### config.mk
export PLATFORM = sky130hd
export DESIGN_NAME = lprt_timer
export DESIGN_NICKNAME = d
export VERILOG_FILES = /design/src/design/lprt_pkg.sv /design/src/design/lprt_sync_if.sv /design/src/design/lprt_pin_sync.sv /design/src/design/lprt_tick_gen.sv /design/src/design/lprt_timer.sv
export VERILOG_INCLUDE_DIRS = /design/src /design/src/design
export SDC_FILE = /design/constraint.sdc
export NUM_CORES = 1
export LEC_CHECK = 0
export ABC_AREA = 0
export BUFFER_PORTS_ARGS = -buffer_cell sky130_fd_sc_hd__buf_2
export CAP_MARGIN = 10
export CORE_MARGIN = 2
export CORE_UTILIZATION = 40
export DETAILED_ROUTE_END_ITERATION = 6
export PLACE_DENSITY = 0.59
export SETUP_SLACK_MARGIN = 0.02
export SKIP_CTS_REPAIR_TIMING = 1
export SKIP_LAST_GASP = 1
export SLEW_MARGIN = 30
export SYNTH_ARGS = -nofsm -noshare
export SYNTH_HDL_FRONTEND = slang
export SYNTH_SLANG_ARGS = --single-unit
### constraint.sdc
create_clock -name core_clk -period 2.1 [get_ports core_clk]
set_input_delay 0 -clock core_clk [delete_from_list [all_inputs] [get_ports core_clk]]
set_output_delay 0 -clock core_clk [all_outputs]
set_load 0.05 [all_outputs]
### src/design/lprt_defs.svh
// Shared timing constants and bit positions for the long-press reset timer.
// Assumes a 100 MHz core clock; included by bare name by the pin synchroniser, tick generator and timer files.
//
// Notes on behaviour
// - Time only while both requests held low.
// - Latching: strap low 7.5 s, high 11.25 s.
// - Latching: hold reset until a request rises.
// - Pulse variants: fixed delay, no strap.
// - Pulse variants: release after release time.
// - Pulse variants: early release when request rises.
// - Release time fixed per delay option.
// - Delay and release within ten percent.
// - Main reset active low, open drain.
// - High output mirrors open-drain reset exactly.
`ifndef LPRT_DEFS_SVH
`define LPRT_DEFS_SVH

// ----------------------------------------
// Clock and tick
// ----------------------------------------
`define LPRT_CLK_HZ        100000000
`define LPRT_TICK_US       1000
`define LPRT_TICK_CYC      ((`LPRT_CLK_HZ / 1000000) * `LPRT_TICK_US)

// ----------------------------------------
// Times in milliseconds, except LPRT_REL_1875_US in microseconds
// ----------------------------------------
`define LPRT_DLY_SHORT_MS  7500
`define LPRT_DLY_LONG_MS   11250
`define LPRT_DLY_10S_MS    10000
`define LPRT_DLY_3S_MS     3000
`define LPRT_REL_234_MS    234
`define LPRT_REL_313_MS    313
`define LPRT_REL_78_MS     78
`define LPRT_REL_1875_US   187500
`define LPRT_MS_TICKS(ms)  ((ms) * 1000 / `LPRT_TICK_US)

// ----------------------------------------
// Request vector bit positions
// ----------------------------------------
`define LPRT_REQ_A         0
`define LPRT_REQ_B         1

// ----------------------------------------
// Pin conditioning
// ----------------------------------------
`define LPRT_SYNC_STAGES   3

`endif

### src/design/lprt_pkg.sv
// Types of the long-press reset timer.
// Assumes nothing beyond the shared defs header.
package lprt_pkg;
    typedef enum logic [1:0]
    {
        LPRT_IDLE,
        LPRT_TIMING,
        LPRT_ASSERT,
        LPRT_WAIT_RISE
    } lprt_state_t;
endpackage

### src/design/lprt_sync_if.sv
// Carrier between the top and its pin synchroniser.
// Assumes one clock domain.
`timescale 1ns/1ps
interface lprt_sync_if;
    logic [1:0] raw;
    logic [1:0] clean;
    modport sync (input raw, output clean);
    modport user (output raw, input clean);
endinterface

### src/design/lprt_pin_sync.sv
// Three-stage pin synchroniser; a change counts when stages two and three
// agree. Assumes asynchronous pins and an active-high asynchronous reset.
`timescale 1ns/1ps
`include "lprt_defs.svh"
module lprt_pin_sync
    import lprt_pkg::*;
#(
    parameter int WIDTH = 2
)
(
    // Clock and reset
    input wire logic  core_clk,
    input wire logic  sys_rst,
    // Pins
    lprt_sync_if.sync pins
);
    logic [WIDTH-1:0] s1_q;
    logic [WIDTH-1:0] s2_q;
    logic [WIDTH-1:0] s3_q;
    logic [WIDTH-1:0] clean_q;
    logic [WIDTH-1:0] clean_d;

    // Idle pins are high, so reset to high to avoid a false press.
    assign clean_d = (s2_q == s3_q) ? s3_q : clean_q;
    assign pins.clean = clean_q;

    always_ff @(posedge core_clk or posedge sys_rst)
    begin
        if (sys_rst)
        begin
            s1_q    <= '1;
            s2_q    <= '1;
            s3_q    <= '1;
            clean_q <= '1;
        end
        else
        begin
            s1_q    <= pins.raw;
            s2_q    <= s1_q;
            s3_q    <= s2_q;
            clean_q <= clean_d;
        end
    end

    initial
    begin
        if (WIDTH < 1)
            $error("WIDTH must be at least one.");
    end
endmodule

### src/design/lprt_tick_gen.sv
// Free-running tick generator: a one-cycle tick every TICK_CYC cycles.
// Assumes the core clock is the only clock.
`timescale 1ns/1ps
`include "lprt_defs.svh"
module lprt_tick_gen
    import lprt_pkg::*;
#(
    parameter int TICK_CYC = `LPRT_TICK_CYC
)
(
    // Clock and reset
    input wire logic core_clk,
    input wire logic sys_rst,
    // Tick
    output logic     tick
);
    localparam int CW = (TICK_CYC > 1) ? $clog2(TICK_CYC) : 1;
    logic [CW-1:0] cnt_q;
    logic          tick_q;
    logic          wrap;

    assign wrap = (cnt_q == CW'(TICK_CYC - 1));
    assign tick = tick_q;

    always_ff @(posedge core_clk or posedge sys_rst)
    begin
        if (sys_rst)
        begin
            cnt_q  <= '0;
            tick_q <= 1'b0;
        end
        else
        begin
            cnt_q  <= wrap ? '0 : cnt_q + 1'b1;
            tick_q <= wrap;
        end
    end

    initial
    begin
        if (TICK_CYC < 1)
            $error("TICK_CYC must be at least one.");
    end
endmodule

### src/design/lprt_timer.sv
// Long-press reset timer top. Two active-low key requests must both be low
// for the whole output delay before reset asserts.
// Assumes asynchronous key pins, a strap that is steady after reset, and an
// outside pull-up on the open-drain reset wire.
`timescale 1ns/1ps
`include "lprt_defs.svh"
module lprt_timer
    import lprt_pkg::*;
#(
    parameter bit LATCHING  = 1'b1,
    parameter int TICK_CYC  = `LPRT_TICK_CYC,
    parameter int DLY_LOW   = `LPRT_MS_TICKS(`LPRT_DLY_SHORT_MS),
    parameter int DLY_HIGH  = `LPRT_MS_TICKS(`LPRT_DLY_LONG_MS),
    parameter int DLY_FIXED = `LPRT_MS_TICKS(`LPRT_DLY_SHORT_MS),
    parameter int REL_TICKS = `LPRT_MS_TICKS(`LPRT_REL_234_MS)
)
(
    // Clock and reset
    input wire logic core_clk,
    input wire logic sys_rst,
    // Key requests and strap
    input wire logic key_request_a_n,
    input wire logic key_request_b_n,
    input wire logic delay_select,
    input wire logic factory_pin_a,
    input wire logic factory_pin_b,
    // Reset outputs
    output logic     reset_out_n_o,
    output logic     reset_out_n_oe,
    output logic     reset_out_high
);
    // ----------------------------------------
    // Pin conditioning and time base
    // ----------------------------------------
    // Factory pins are tied low outside and have no function here.
    localparam int TW = 24;

    lprt_sync_if   sif ();
    logic          tick;
    logic          both_low;
    logic          any_high;

    assign sif.raw[`LPRT_REQ_A] = key_request_a_n;
    assign sif.raw[`LPRT_REQ_B] = key_request_b_n;

    lprt_pin_sync #(.WIDTH(2)) u_sync
    (
        .core_clk (core_clk),
        .sys_rst  (sys_rst),
        .pins     (sif.sync)
    );

    lprt_tick_gen #(.TICK_CYC(TICK_CYC)) u_tick
    (
        .core_clk (core_clk),
        .sys_rst  (sys_rst),
        .tick     (tick)
    );

    assign both_low = ~sif.clean[`LPRT_REQ_A] & ~sif.clean[`LPRT_REQ_B];
    assign any_high = ~both_low;

    // ----------------------------------------
    // Strap capture
    // ----------------------------------------
    // The strap is caught once after reset release, never by the reset.
    logic                         strap_s1_q;
    logic                         strap_s2_q;
    logic                         strap_s3_q;
    logic [`LPRT_SYNC_STAGES-1:0] strap_vld_q;
    logic                         strap_q;
    logic                         strap_done_q;
    logic                         strap_take;

    // Taking the strap before the stages fill would latch the reset value.
    assign strap_take = !strap_done_q && strap_vld_q[`LPRT_SYNC_STAGES-1]
                        && (strap_s2_q == strap_s3_q);

    always_ff @(posedge core_clk or posedge sys_rst)
    begin
        if (sys_rst)
        begin
            strap_s1_q   <= 1'b0;
            strap_s2_q   <= 1'b0;
            strap_s3_q   <= 1'b0;
            strap_vld_q  <= '0;
            strap_q      <= 1'b0;
            strap_done_q <= 1'b0;
        end
        else
        begin
            strap_s1_q  <= delay_select;
            strap_s2_q  <= strap_s1_q;
            strap_s3_q  <= strap_s2_q;
            strap_vld_q <= {strap_vld_q[`LPRT_SYNC_STAGES-2:0], 1'b1};
            if (strap_take)
            begin
                strap_q      <= strap_s3_q;
                strap_done_q <= 1'b1;
            end
        end
    end

    // ----------------------------------------
    // Delay selection
    // ----------------------------------------
    // Pulse builds ignore the strap and use their fixed delay.
    logic [TW-1:0] dly_target;
    logic [TW-1:0] rel_target;

    assign dly_target = !LATCHING ? TW'(DLY_FIXED) :
                        strap_q   ? TW'(DLY_HIGH)  : TW'(DLY_LOW);
    assign rel_target = TW'(REL_TICKS);

    // ----------------------------------------
    // Sequencer
    // ----------------------------------------
    lprt_state_t   state_q;
    lprt_state_t   state_d;
    logic [TW-1:0] cnt_q;
    logic [TW-1:0] cnt_d;
    logic          rst_d;
    logic          dly_done;
    logic          rel_done;

    // Counts are in whole ticks; the tick phase adds under one tick of
    // jitter, far inside the ten percent tolerance.
    assign dly_done = tick && (cnt_q == dly_target - 1'b1);
    assign rel_done = tick && (cnt_q == rel_target - 1'b1);

    always_comb
    begin
        state_d = state_q;
        cnt_d   = cnt_q;
        rst_d   = 1'b0;
        case (state_q)
            LPRT_IDLE:
            begin
                cnt_d = '0;
                if (both_low)
                    state_d = LPRT_TIMING;
            end
            LPRT_TIMING:
            begin
                if (any_high)
                begin
                    state_d = LPRT_IDLE;
                    cnt_d   = '0;
                end
                else if (dly_done)
                begin
                    state_d = LPRT_ASSERT;
                    cnt_d   = '0;
                    rst_d   = 1'b1;
                end
                else if (tick)
                    cnt_d = cnt_q + 1'b1;
            end
            LPRT_ASSERT:
            begin
                rst_d = 1'b1;
                if (any_high)
                begin
                    state_d = LPRT_IDLE;
                    cnt_d   = '0;
                    rst_d   = 1'b0;
                end
                else if (!LATCHING && rel_done)
                begin
                    state_d = LPRT_WAIT_RISE;
                    cnt_d   = '0;
                    rst_d   = 1'b0;
                end
                else if (!LATCHING && tick)
                    cnt_d = cnt_q + 1'b1;
            end
            LPRT_WAIT_RISE:
            begin
                cnt_d = '0;
                if (any_high)
                    state_d = LPRT_IDLE;
            end
            default:
            begin
                state_d = LPRT_IDLE;
                cnt_d   = '0;
            end
        endcase
    end

    always_ff @(posedge core_clk or posedge sys_rst)
    begin
        if (sys_rst)
        begin
            state_q <= LPRT_IDLE;
            cnt_q   <= '0;
        end
        else
        begin
            state_q <= state_d;
            cnt_q   <= cnt_d;
        end
    end

    // ----------------------------------------
    // Output drivers
    // ----------------------------------------
    // All three outputs are one flop set; the enable and high output change on the same edge, and the data output stays low.
    always_ff @(posedge core_clk or posedge sys_rst)
    begin
        if (sys_rst)
        begin
            reset_out_n_o  <= 1'b0;
            reset_out_n_oe <= 1'b0;
            reset_out_high <= 1'b0;
        end
        else
        begin
            reset_out_n_o  <= 1'b0;
            reset_out_n_oe <= rst_d;
            reset_out_high <= rst_d;
        end
    end

    // ----------------------------------------
    // Assertions
    // ----------------------------------------
    property p_outputs_agree;
        @(posedge core_clk) disable iff (sys_rst)
        reset_out_high == reset_out_n_oe;
    endproperty
    a_outputs_agree: assert property (p_outputs_agree)
        else $error("High reset differs from open-drain reset.");

    property p_drive_low;
        @(posedge core_clk) disable iff (sys_rst)
        reset_out_n_oe |-> !reset_out_n_o;
    endproperty
    a_drive_low: assert property (p_drive_low)
        else $error("Open-drain reset driven high.");

    property p_assert_needs_keys;
        @(posedge core_clk) disable iff (sys_rst)
        $rose(reset_out_n_oe)
            |-> $past(state_q) == LPRT_TIMING && $past(both_low);
    endproperty
    a_assert_needs_keys: assert property (p_assert_needs_keys)
        else $error("Reset asserted without a completed delay.");

    property p_full_delay;
        @(posedge core_clk) disable iff (sys_rst)
        $rose(reset_out_n_oe) |-> $past(cnt_q) == dly_target - 1'b1;
    endproperty
    a_full_delay: assert property (p_full_delay)
        else $error("Reset asserted before the full delay.");

    property p_abandon;
        @(posedge core_clk) disable iff (sys_rst)
        (state_q == LPRT_TIMING && any_high) |=> state_q == LPRT_IDLE
            && !reset_out_n_oe;
    endproperty
    a_abandon: assert property (p_abandon)
        else $error("Timing not abandoned on key rise.");

    property p_release_on_rise;
        @(posedge core_clk) disable iff (sys_rst)
        (state_q == LPRT_ASSERT && any_high) |=> !reset_out_n_oe;
    endproperty
    a_release_on_rise: assert property (p_release_on_rise)
        else $error("Reset held after a key rose.");

    property p_pulse_length;
        @(posedge core_clk) disable iff (sys_rst)
        (!LATCHING && $fell(reset_out_n_oe) && $past(both_low))
            |-> $past(cnt_q) == rel_target - 1'b1;
    endproperty
    a_pulse_length: assert property (p_pulse_length)
        else $error("Pulse released at the wrong time.");

    property p_no_rearm;
        @(posedge core_clk) disable iff (sys_rst)
        state_q == LPRT_WAIT_RISE |=> !reset_out_n_oe;
    endproperty
    a_no_rearm: assert property (p_no_rearm)
        else $error("Reset reasserted without a key rise.");

    property p_latch_hold;
        @(posedge core_clk) disable iff (sys_rst)
        (LATCHING && reset_out_n_oe && both_low) |=> reset_out_n_oe;
    endproperty
    a_latch_hold: assert property (p_latch_hold)
        else $error("Latched reset dropped while keys held.");

    property p_wait_holds;
        @(posedge core_clk) disable iff (sys_rst)
        (state_q == LPRT_WAIT_RISE && both_low)
            |=> state_q == LPRT_WAIT_RISE;
    endproperty
    a_wait_holds: assert property (p_wait_holds)
        else $error("Pulse rearmed while keys stayed low.");

    c_assert: cover property (@(posedge core_clk) disable iff (sys_rst)
        $rose(reset_out_n_oe));
    c_abandon: cover property (@(posedge core_clk) disable iff (sys_rst)
        state_q == LPRT_TIMING && any_high);
    c_self_release: cover property (@(posedge core_clk) disable iff (sys_rst)
        state_q == LPRT_WAIT_RISE);

    initial
    begin
        if (DLY_LOW < 1 || DLY_HIGH < 1 || DLY_FIXED < 1 || REL_TICKS < 1)
            $error("Delay and release counts must be at least one.");
        if (DLY_HIGH >= (1 << TW) || DLY_FIXED >= (1 << TW))
            $error("Delay count exceeds counter width.");
    end
endmodule

== After elaboration in Yosys (flattened, before gate mapping) ==
Cells that the tools add are included.

* Mux-type cells: 16
* Add/subtract/negate cells: 3
* Equal/unequal tests: 12
* Bitwise logic cells: 3
* Reduce and logical (&&, ||, !) cells: 9

{| class="wikitable"
|+ Operators by type and width
! kind !! count
|-
| 24-bit 2-to-1 mux || 4
|-
| 24-bit one-hot mux with 3 select lines || 1
|-
| 24-bit by 1-bit adder with 24-bit output, second input constant || 1
|-
| 24-bit == test || 1
|-
| 17-bit by 1-bit adder with 17-bit output, second input constant || 1
|-
| 17-bit == test, second input constant || 1
|-
| 17-bit 2-to-1 mux || 1
|-
| 14-bit by 1-bit subtractor with 15-bit output, second input constant || 1
|-
| 14-bit 2-to-1 mux || 1
|-
| 2-bit 2-to-1 mux || 4
|-
| 2-bit != test, second input constant || 3
|-
| 2-bit one-hot mux with 3 select lines || 1
|-
| 2-bit == test, second input constant || 2
|-
| 4-bit by 3-bit != test with 1-bit output, second input constant || 1
|-
| 2-bit OR reduction || 2
|-
| 1-bit logical AND || 3
|-
| 1-bit 2-to-1 mux || 3
|-
| 3-bit != test, second input constant || 1
|-
| 3-bit AND reduction || 1
|-
| 2-bit by 1-bit == test with 1-bit output, second input constant || 1
|-
| 2-bit == test || 1
|-
| 2-bit logical NOT || 1
|-
| 1-bit NOT || 2
|-
| 1-bit one-hot mux with 2 select lines || 1
|-
| 4 further kinds || 4
|}

* Bits in registers: 61

== Longest topological paths before layout ==
* Depth in word-level cells: 7
* Mapped depth: 8
* Gate-level depth less buffers: 7

== Cells and area by module ==
A second synthesis with hierarchy kept.

* Cells, all modules: 285
* Area, all modules: 3012.9 um^2

{| class="wikitable"
|+ By module, submodules not included
! module !! area an instance (um^2) !! times used !! cells an instance
|-
| lprt_timer || 1898.1 || 1 || 192
|-
| lprt_tick_gen || 850.8 || 1 || 76
|-
| lprt_pin_sync || 264.0 || 1 || 17
|}

== Worst setup path before layout ==
Ideal clock, no wire load.

* Path kind: flip-flop to flip-flop
* Start point: register cnt_q[16]
* End point: register cnt_q[21]
* Stages on the path, launching flop included: 7
* Data arrival time: 1742 ps
* Setup slack: 231 ps
* Library setup time: 126 ps
* Data required time: 1974 ps
* Cell sequence: dfrtp_1 > nor4_1 > nand4_1 > or4_1 > a21oi_2 > buf_4 > a21oi_1

* Word-level cells in the longest chain between the ends: 5
* Elaborated cells on any way between the ends: 9

{| class="wikitable"
|+ RTL lines
! what !! RTL line !! text
|-
| start: declaration || lprt_timer.sv:120 || <nowiki>logic [TW-1:0] cnt_q;</nowiki>
|-
| start signal: assignment || lprt_timer.sv:201 || <nowiki>cnt_q <= cnt_d;</nowiki>
|-
| 24-bit by 1-bit adder with 24-bit output or 24-bit == test (tied branches) || lprt_timer.sv:157, lprt_timer.sv:128 ||
|-
| 24-bit 2-to-1 mux or 1-bit logical AND (tied branches) || lprt_timer.sv:156, lprt_timer.sv:128 ||
|-
| 24-bit 2-to-1 mux || lprt_timer.sv:150 || <nowiki>else if (dly_done)</nowiki>
|-
| 24-bit 2-to-1 mux || lprt_timer.sv:145 || <nowiki>if (any_high)</nowiki>
|-
| 24-bit one-hot mux with 3 select lines || lprt_timer.sv:136 || <nowiki>case (state_q)</nowiki>
|}

Parallel ways exist; a longest one is shown, timed or not. The select of a mux whose other input is x is not followed.
A chain may end at the register's enable or synchronous reset.

== Worst setup path after layout ==
* Start point: register cnt_q[4]
* End point: register cnt_q[18]

The elaborated chain is that of the path after synthesis.

==> results.rst <==
.. list-table::
   :header-rows: 1

   * - Metric
     - Value
   * - Clock edge transition at the registers on the reported setup and hold paths
     - 60 ps
   * - Number of hold violations in the final report
     - 0
   * - Crit share post-route
     - 95.30%
   * - Yosys cell types
     - 51
   * - Setup slack of the worst register-to-register path
     - 100 ps
   * - Antenna cells
     - 0
   * - Violation count after the first detailed-routing iteration
     - 92
   * - TritonCTS clock tree
     - built
   * - Number of flops mapped to enable cells by yosys
     - 0
   * - Routed wire length
     - 5537 um
   * - Via density per instance
     - 5.050
   * - Routing usage on met3
     - 4.275%
   * - GR Util met1
     - 19.42%
   * - Vias after detailed routing
     - 2,126
   * - Number of nets in the final layout
     - 332
   * - Final number of max-transition violations
     - 0
   * - Outcome
     - finished, final reports clean
   * - Total iterations of the first detailed-routing run
     - 5
   * - Cell Pwr Density
     - 815.4 nW/um2
   * - Final estimated routing congestion in global placement
     - 0.7695
   * - Final worst slack
     - 98.66 ps
   * - Number of maximum-capacitance constraint violations
     - 0
   * - Critical path startpoint
     - cnt_q[4]
   * - Max Buffers Root-to-Sink
     - 2
   * - Initial antenna violation count
     - 0
   * - Synth-to-Final Area Change
     - 18.77%
   * - Full die area
     - 8105 um2
   * - Post-Syn Instances
     - 284
   * - TritonCTS buffer count
     - 9
   * - Minimum clock period
     - 2001 ps
   * - H-tree lvl count
     - 3
   * - Number of synthesis warnings
     - 0
   * - Largest fanout of any net on the critical path
     - 15
   * - Post-place setup slack
     - 20.66 ps
   * - Async S/R FF share, synth
     - 100.0%
   * - Dpl cells
     - 401
   * - Type of the setup path with the least slack
     - reg -> reg
   * - Proportion of synthesized chip area in sequential cells
     - 51.90%
   * - Arrival @ worst endpoint
     - 2230 ps
   * - Initial Util
     - 41.03%
   * - End point of the critical path
     - cnt_q[18]
   * - Post-Syn Area per Cell
     - 10.42 um2
   * - First-pass GRT wire length
     - 9515 um
   * - Worst-case reg-to-reg path depth
     - 6
   * - GRT Util Overall
     - 14.68%
   * - Die H
     - 90.03 um
   * - Synthesized Nets
     - 299
   * - Worst flop-to-flop path startpoint
     - cnt_q[4]
   * - Setup skew after layout
     - 5.811 ps
   * - CP Data Required Time
     - 2320 ps
   * - Fraction of the core area covered by cells at the end of the flow
     - 48.73%
   * - F_max
     - 499.7 MHz
   * - Buffering stage count on the worst path with inverters included
     - 1
   * - Clock insertion delay at the later pin of the skew report
     - 340 ps
   * - Clock Root Buffer
     - clkbuf_8
   * - Largest net degree at the start of global routing
     - 27
   * - Slew margin rel.
     - 65.21%
   * - Setup crit start kind
     - flip-flop
   * - Global-route met2 utilization
     - 22.31%
   * - Layer with the highest usage after global routing
     - met2
   * - Count of final setup violators
     - 0
   * - Flops & latches, synth
     - 61
   * - Port bufs
     - 6
   * - Final HPWL from detailed placement
     - 3855 um
   * - Clock sink count
     - 61
   * - Antenna viol nets, final
     - 0
   * - Horizontal die dimension
     - 90.03 um
   * - FF-to-FF End
     - cnt_q[18]
   * - Pin slew with the least headroom to its limit
     - 521.0 ps
   * - Grt ovf
     - 0
   * - Most used DFF post-synth
     - dfrtp_1
   * - Worst-path cell with the longest stage delay
     - or4_4
   * - Crit path cell chain
     - nor4_2 -> a21oi_1 -> or4_4 -> a21oi_4 -> buf_12 -> nor2_1
   * - Family of cells with the greatest summed delay on the critical path
     - simple AND/OR/NAND/NOR gates
   * - Maximum cell stage delay along the critical path
     - 600 ps
   * - Leakage power
     - 1.509 nW
   * - Synthesized cell area
     - 2960 um2
   * - Via count of the first global-routing pass
     - 2,105
   * - DRC Markers
     - 0
   * - Final instance count without filler cells
     - 421
   * - Top-Level Pins
     - 10
   * - Number of logic stages on the critical path including buffering
     - 6
   * - Type of destination of the critical path
     - flip-flop
   * - RSZ-0062 raised after global routing
     - false
   * - Mean routed wirelength per cell
     - 13.15 um
   * - Hold crit path type
     - in -> async
   * - Number of standard-cell rows in the floorplan
     - 31
   * - Core area
     - 7214 um2
   * - Worst VDD drop
     - 0.3764 mV
   * - Ratio of cells with drive above 1 in the final layout
     - 18.63%
## flip-flops by register name, indices dropped and copies added, names as in the netlist
| name | count |
|---|---|
| cnt_q | 24 |
| u_sync.s1_q | 2 |
| strap_vld_q | 3 |
| strap_s1_q | 1 |
| u_tick.cnt_q | 17 |
| u_sync.s2_q | 2 |
| reset_out_high | 1 |
| u_tick.tick | 1 |
| strap_s3_q | 1 |
| u_sync.pins.clean | 2 |
| u_sync.s3_q | 2 |
| state_q | 2 |
| strap_done_q | 1 |
| strap_s2_q | 1 |
| strap_q | 1 |
## where the power goes
part	internal (W)	leakage [nW]	switching [W]
clock network	0.000643	0.106	0.000441
logic	0.000205	0.616	0.000299
registers	0.00123	0.788	0.0000480
total	0.00208	1.51	0.000789
## final cells by class
| cell class | instances | area [um2] |
|---|---|---|
| Clock buffer | 13 | 168.9 |
| Clock inverter | 3 | 42.54 |
| Fill cell | 694 | 3699 |
| Inverter | 10 | 37.54 |
| Multi-Input combinational cell | 206 | 1381 |
| Sequential cell | 61 | 1536 |
| Tap cell | 99 | 123.9 |
| Timing Repair Buffer | 29 | 225.2 |
## layout by cell type, fill, tap and decap left out, drive strengths merged, types with 2 or more instances in the layout
cell / Yosys / layout
inv: 10 / 10
conb: 2 / 2
and3: 7 / 7
nand2b: 3 / 3
nand2: 22 / 22
nand4: 11 / 11
mux2i: 2 / 2
xnor2: 19 / 19
a21oi: 12 / 12
nor4: 10 / 10
and2: 5 / 5
a31oi: 2 / 2
nor3: 5 / 5
clkbuf: 2 / 13
dlygate4sd3: 0 / 4
nor4b: 3 / 3
nor2b: 3 / 3
buf: 5 / 25
xor2: 15 / 15
nor4bb: 2 / 2
dfrtp: 53 / 53
or4: 2 / 2
or3: 4 / 4
nand3: 9 / 9
a31o: 2 / 2
and4: 3 / 3
ha: 8 / 8
o21ai: 3 / 3
nor2: 37 / 37
dfstp: 8 / 8
## metrics by stage
step           hold slack [ps]  TNS [ps]  instance area (um2)  power (W)
6_report                 237.8         0                 3516   0.002867
5_1_grt                  282.6         0                 3516   0.003011
4_1_cts                 -293.2   -0.3906                 3438   0.002875
3_5_place_dp             76.69         0                 3227   0.001779
3_3_place_gp             67.80         0                 3227   0.001767
2_1_floorplan            4.478         0                 2960   0.001613
## cells in the mapped netlist, types with 2 or more instances
cell | n | area share [%]
mux2i_1 | 2 | 0.68
conb_1 | 2 | 0.25
inv_1 | 10 | 1.3
nand3_1 | 9 | 1.5
a21oi_1 | 11 | 1.9
nor4bb_1 | 2 | 0.68
nor2_1 | 37 | 4.7
nand2b_1 | 3 | 0.63
or4_1 | 2 | 0.51
dfstp_2 | 8 | 7.1
xnor2_1 | 19 | 5.6
nor4b_2 | 2 | 1.0
dfrtp_1 | 53 | 45
nor2b_1 | 3 | 0.63
and3_1 | 7 | 1.5
and4_1 | 3 | 0.89
and2_1 | 5 | 1.1
a31oi_1 | 2 | 0.42
nand2_1 | 22 | 2.8
nand4_1 | 11 | 2.3
o21ai_0 | 2 | 0.34
buf_4 | 4 | 1.0
nor3_1 | 5 | 0.85
nor4_1 | 8 | 1.7
ha_1 | 8 | 3.4
clkbuf_1 | 2 | 0.25
xor2_1 | 15 | 4.4
or3_1 | 4 | 0.85
## routing by layer
metal / vias up / routed length [um]
met5: - / 0
met1: 1037 / 2724
met4: 0 / 136
met2: 27 / 2524
met3: 13 / 151
li1: 1049 / -
## worst min-delay path by stage
stage | to | cells after the start | slack [ps] | from
5_1_grt | strap_s1_q | 2 | 280 | delay_select
2_1_floorplan | u_sync.s1_q[0] | 0 | 4 | key_request_a_n
6_report | strap_s3_q | 3 | 240 | sys_rst
3_3_place_gp | strap_s1_q | 2 | 70 | sys_rst
3_5_place_dp | strap_s3_q | 2 | 80 | sys_rst
4_1_cts | strap_s1_q | 2 | -290 | sys_rst
## cell families after synthesis
kind of cell	share of synthesized area, %
compound gates	5.833
other cells	0.2537
fa+ha+maj	3.381
xor+xnor	10.06
buf+inv	2.705
flops	51.90
simple gates	24.81
mux	1.057
## worst reg2reg max path: stages, from the launching register on
cell     delay [ps]
dfrtp_1         450
nor4_2          270
a21oi_1         160
or4_4           600
a21oi_4         190
buf_12          160
nor2_1           60
No activity file was read; power rests on OpenSTA's default activity.
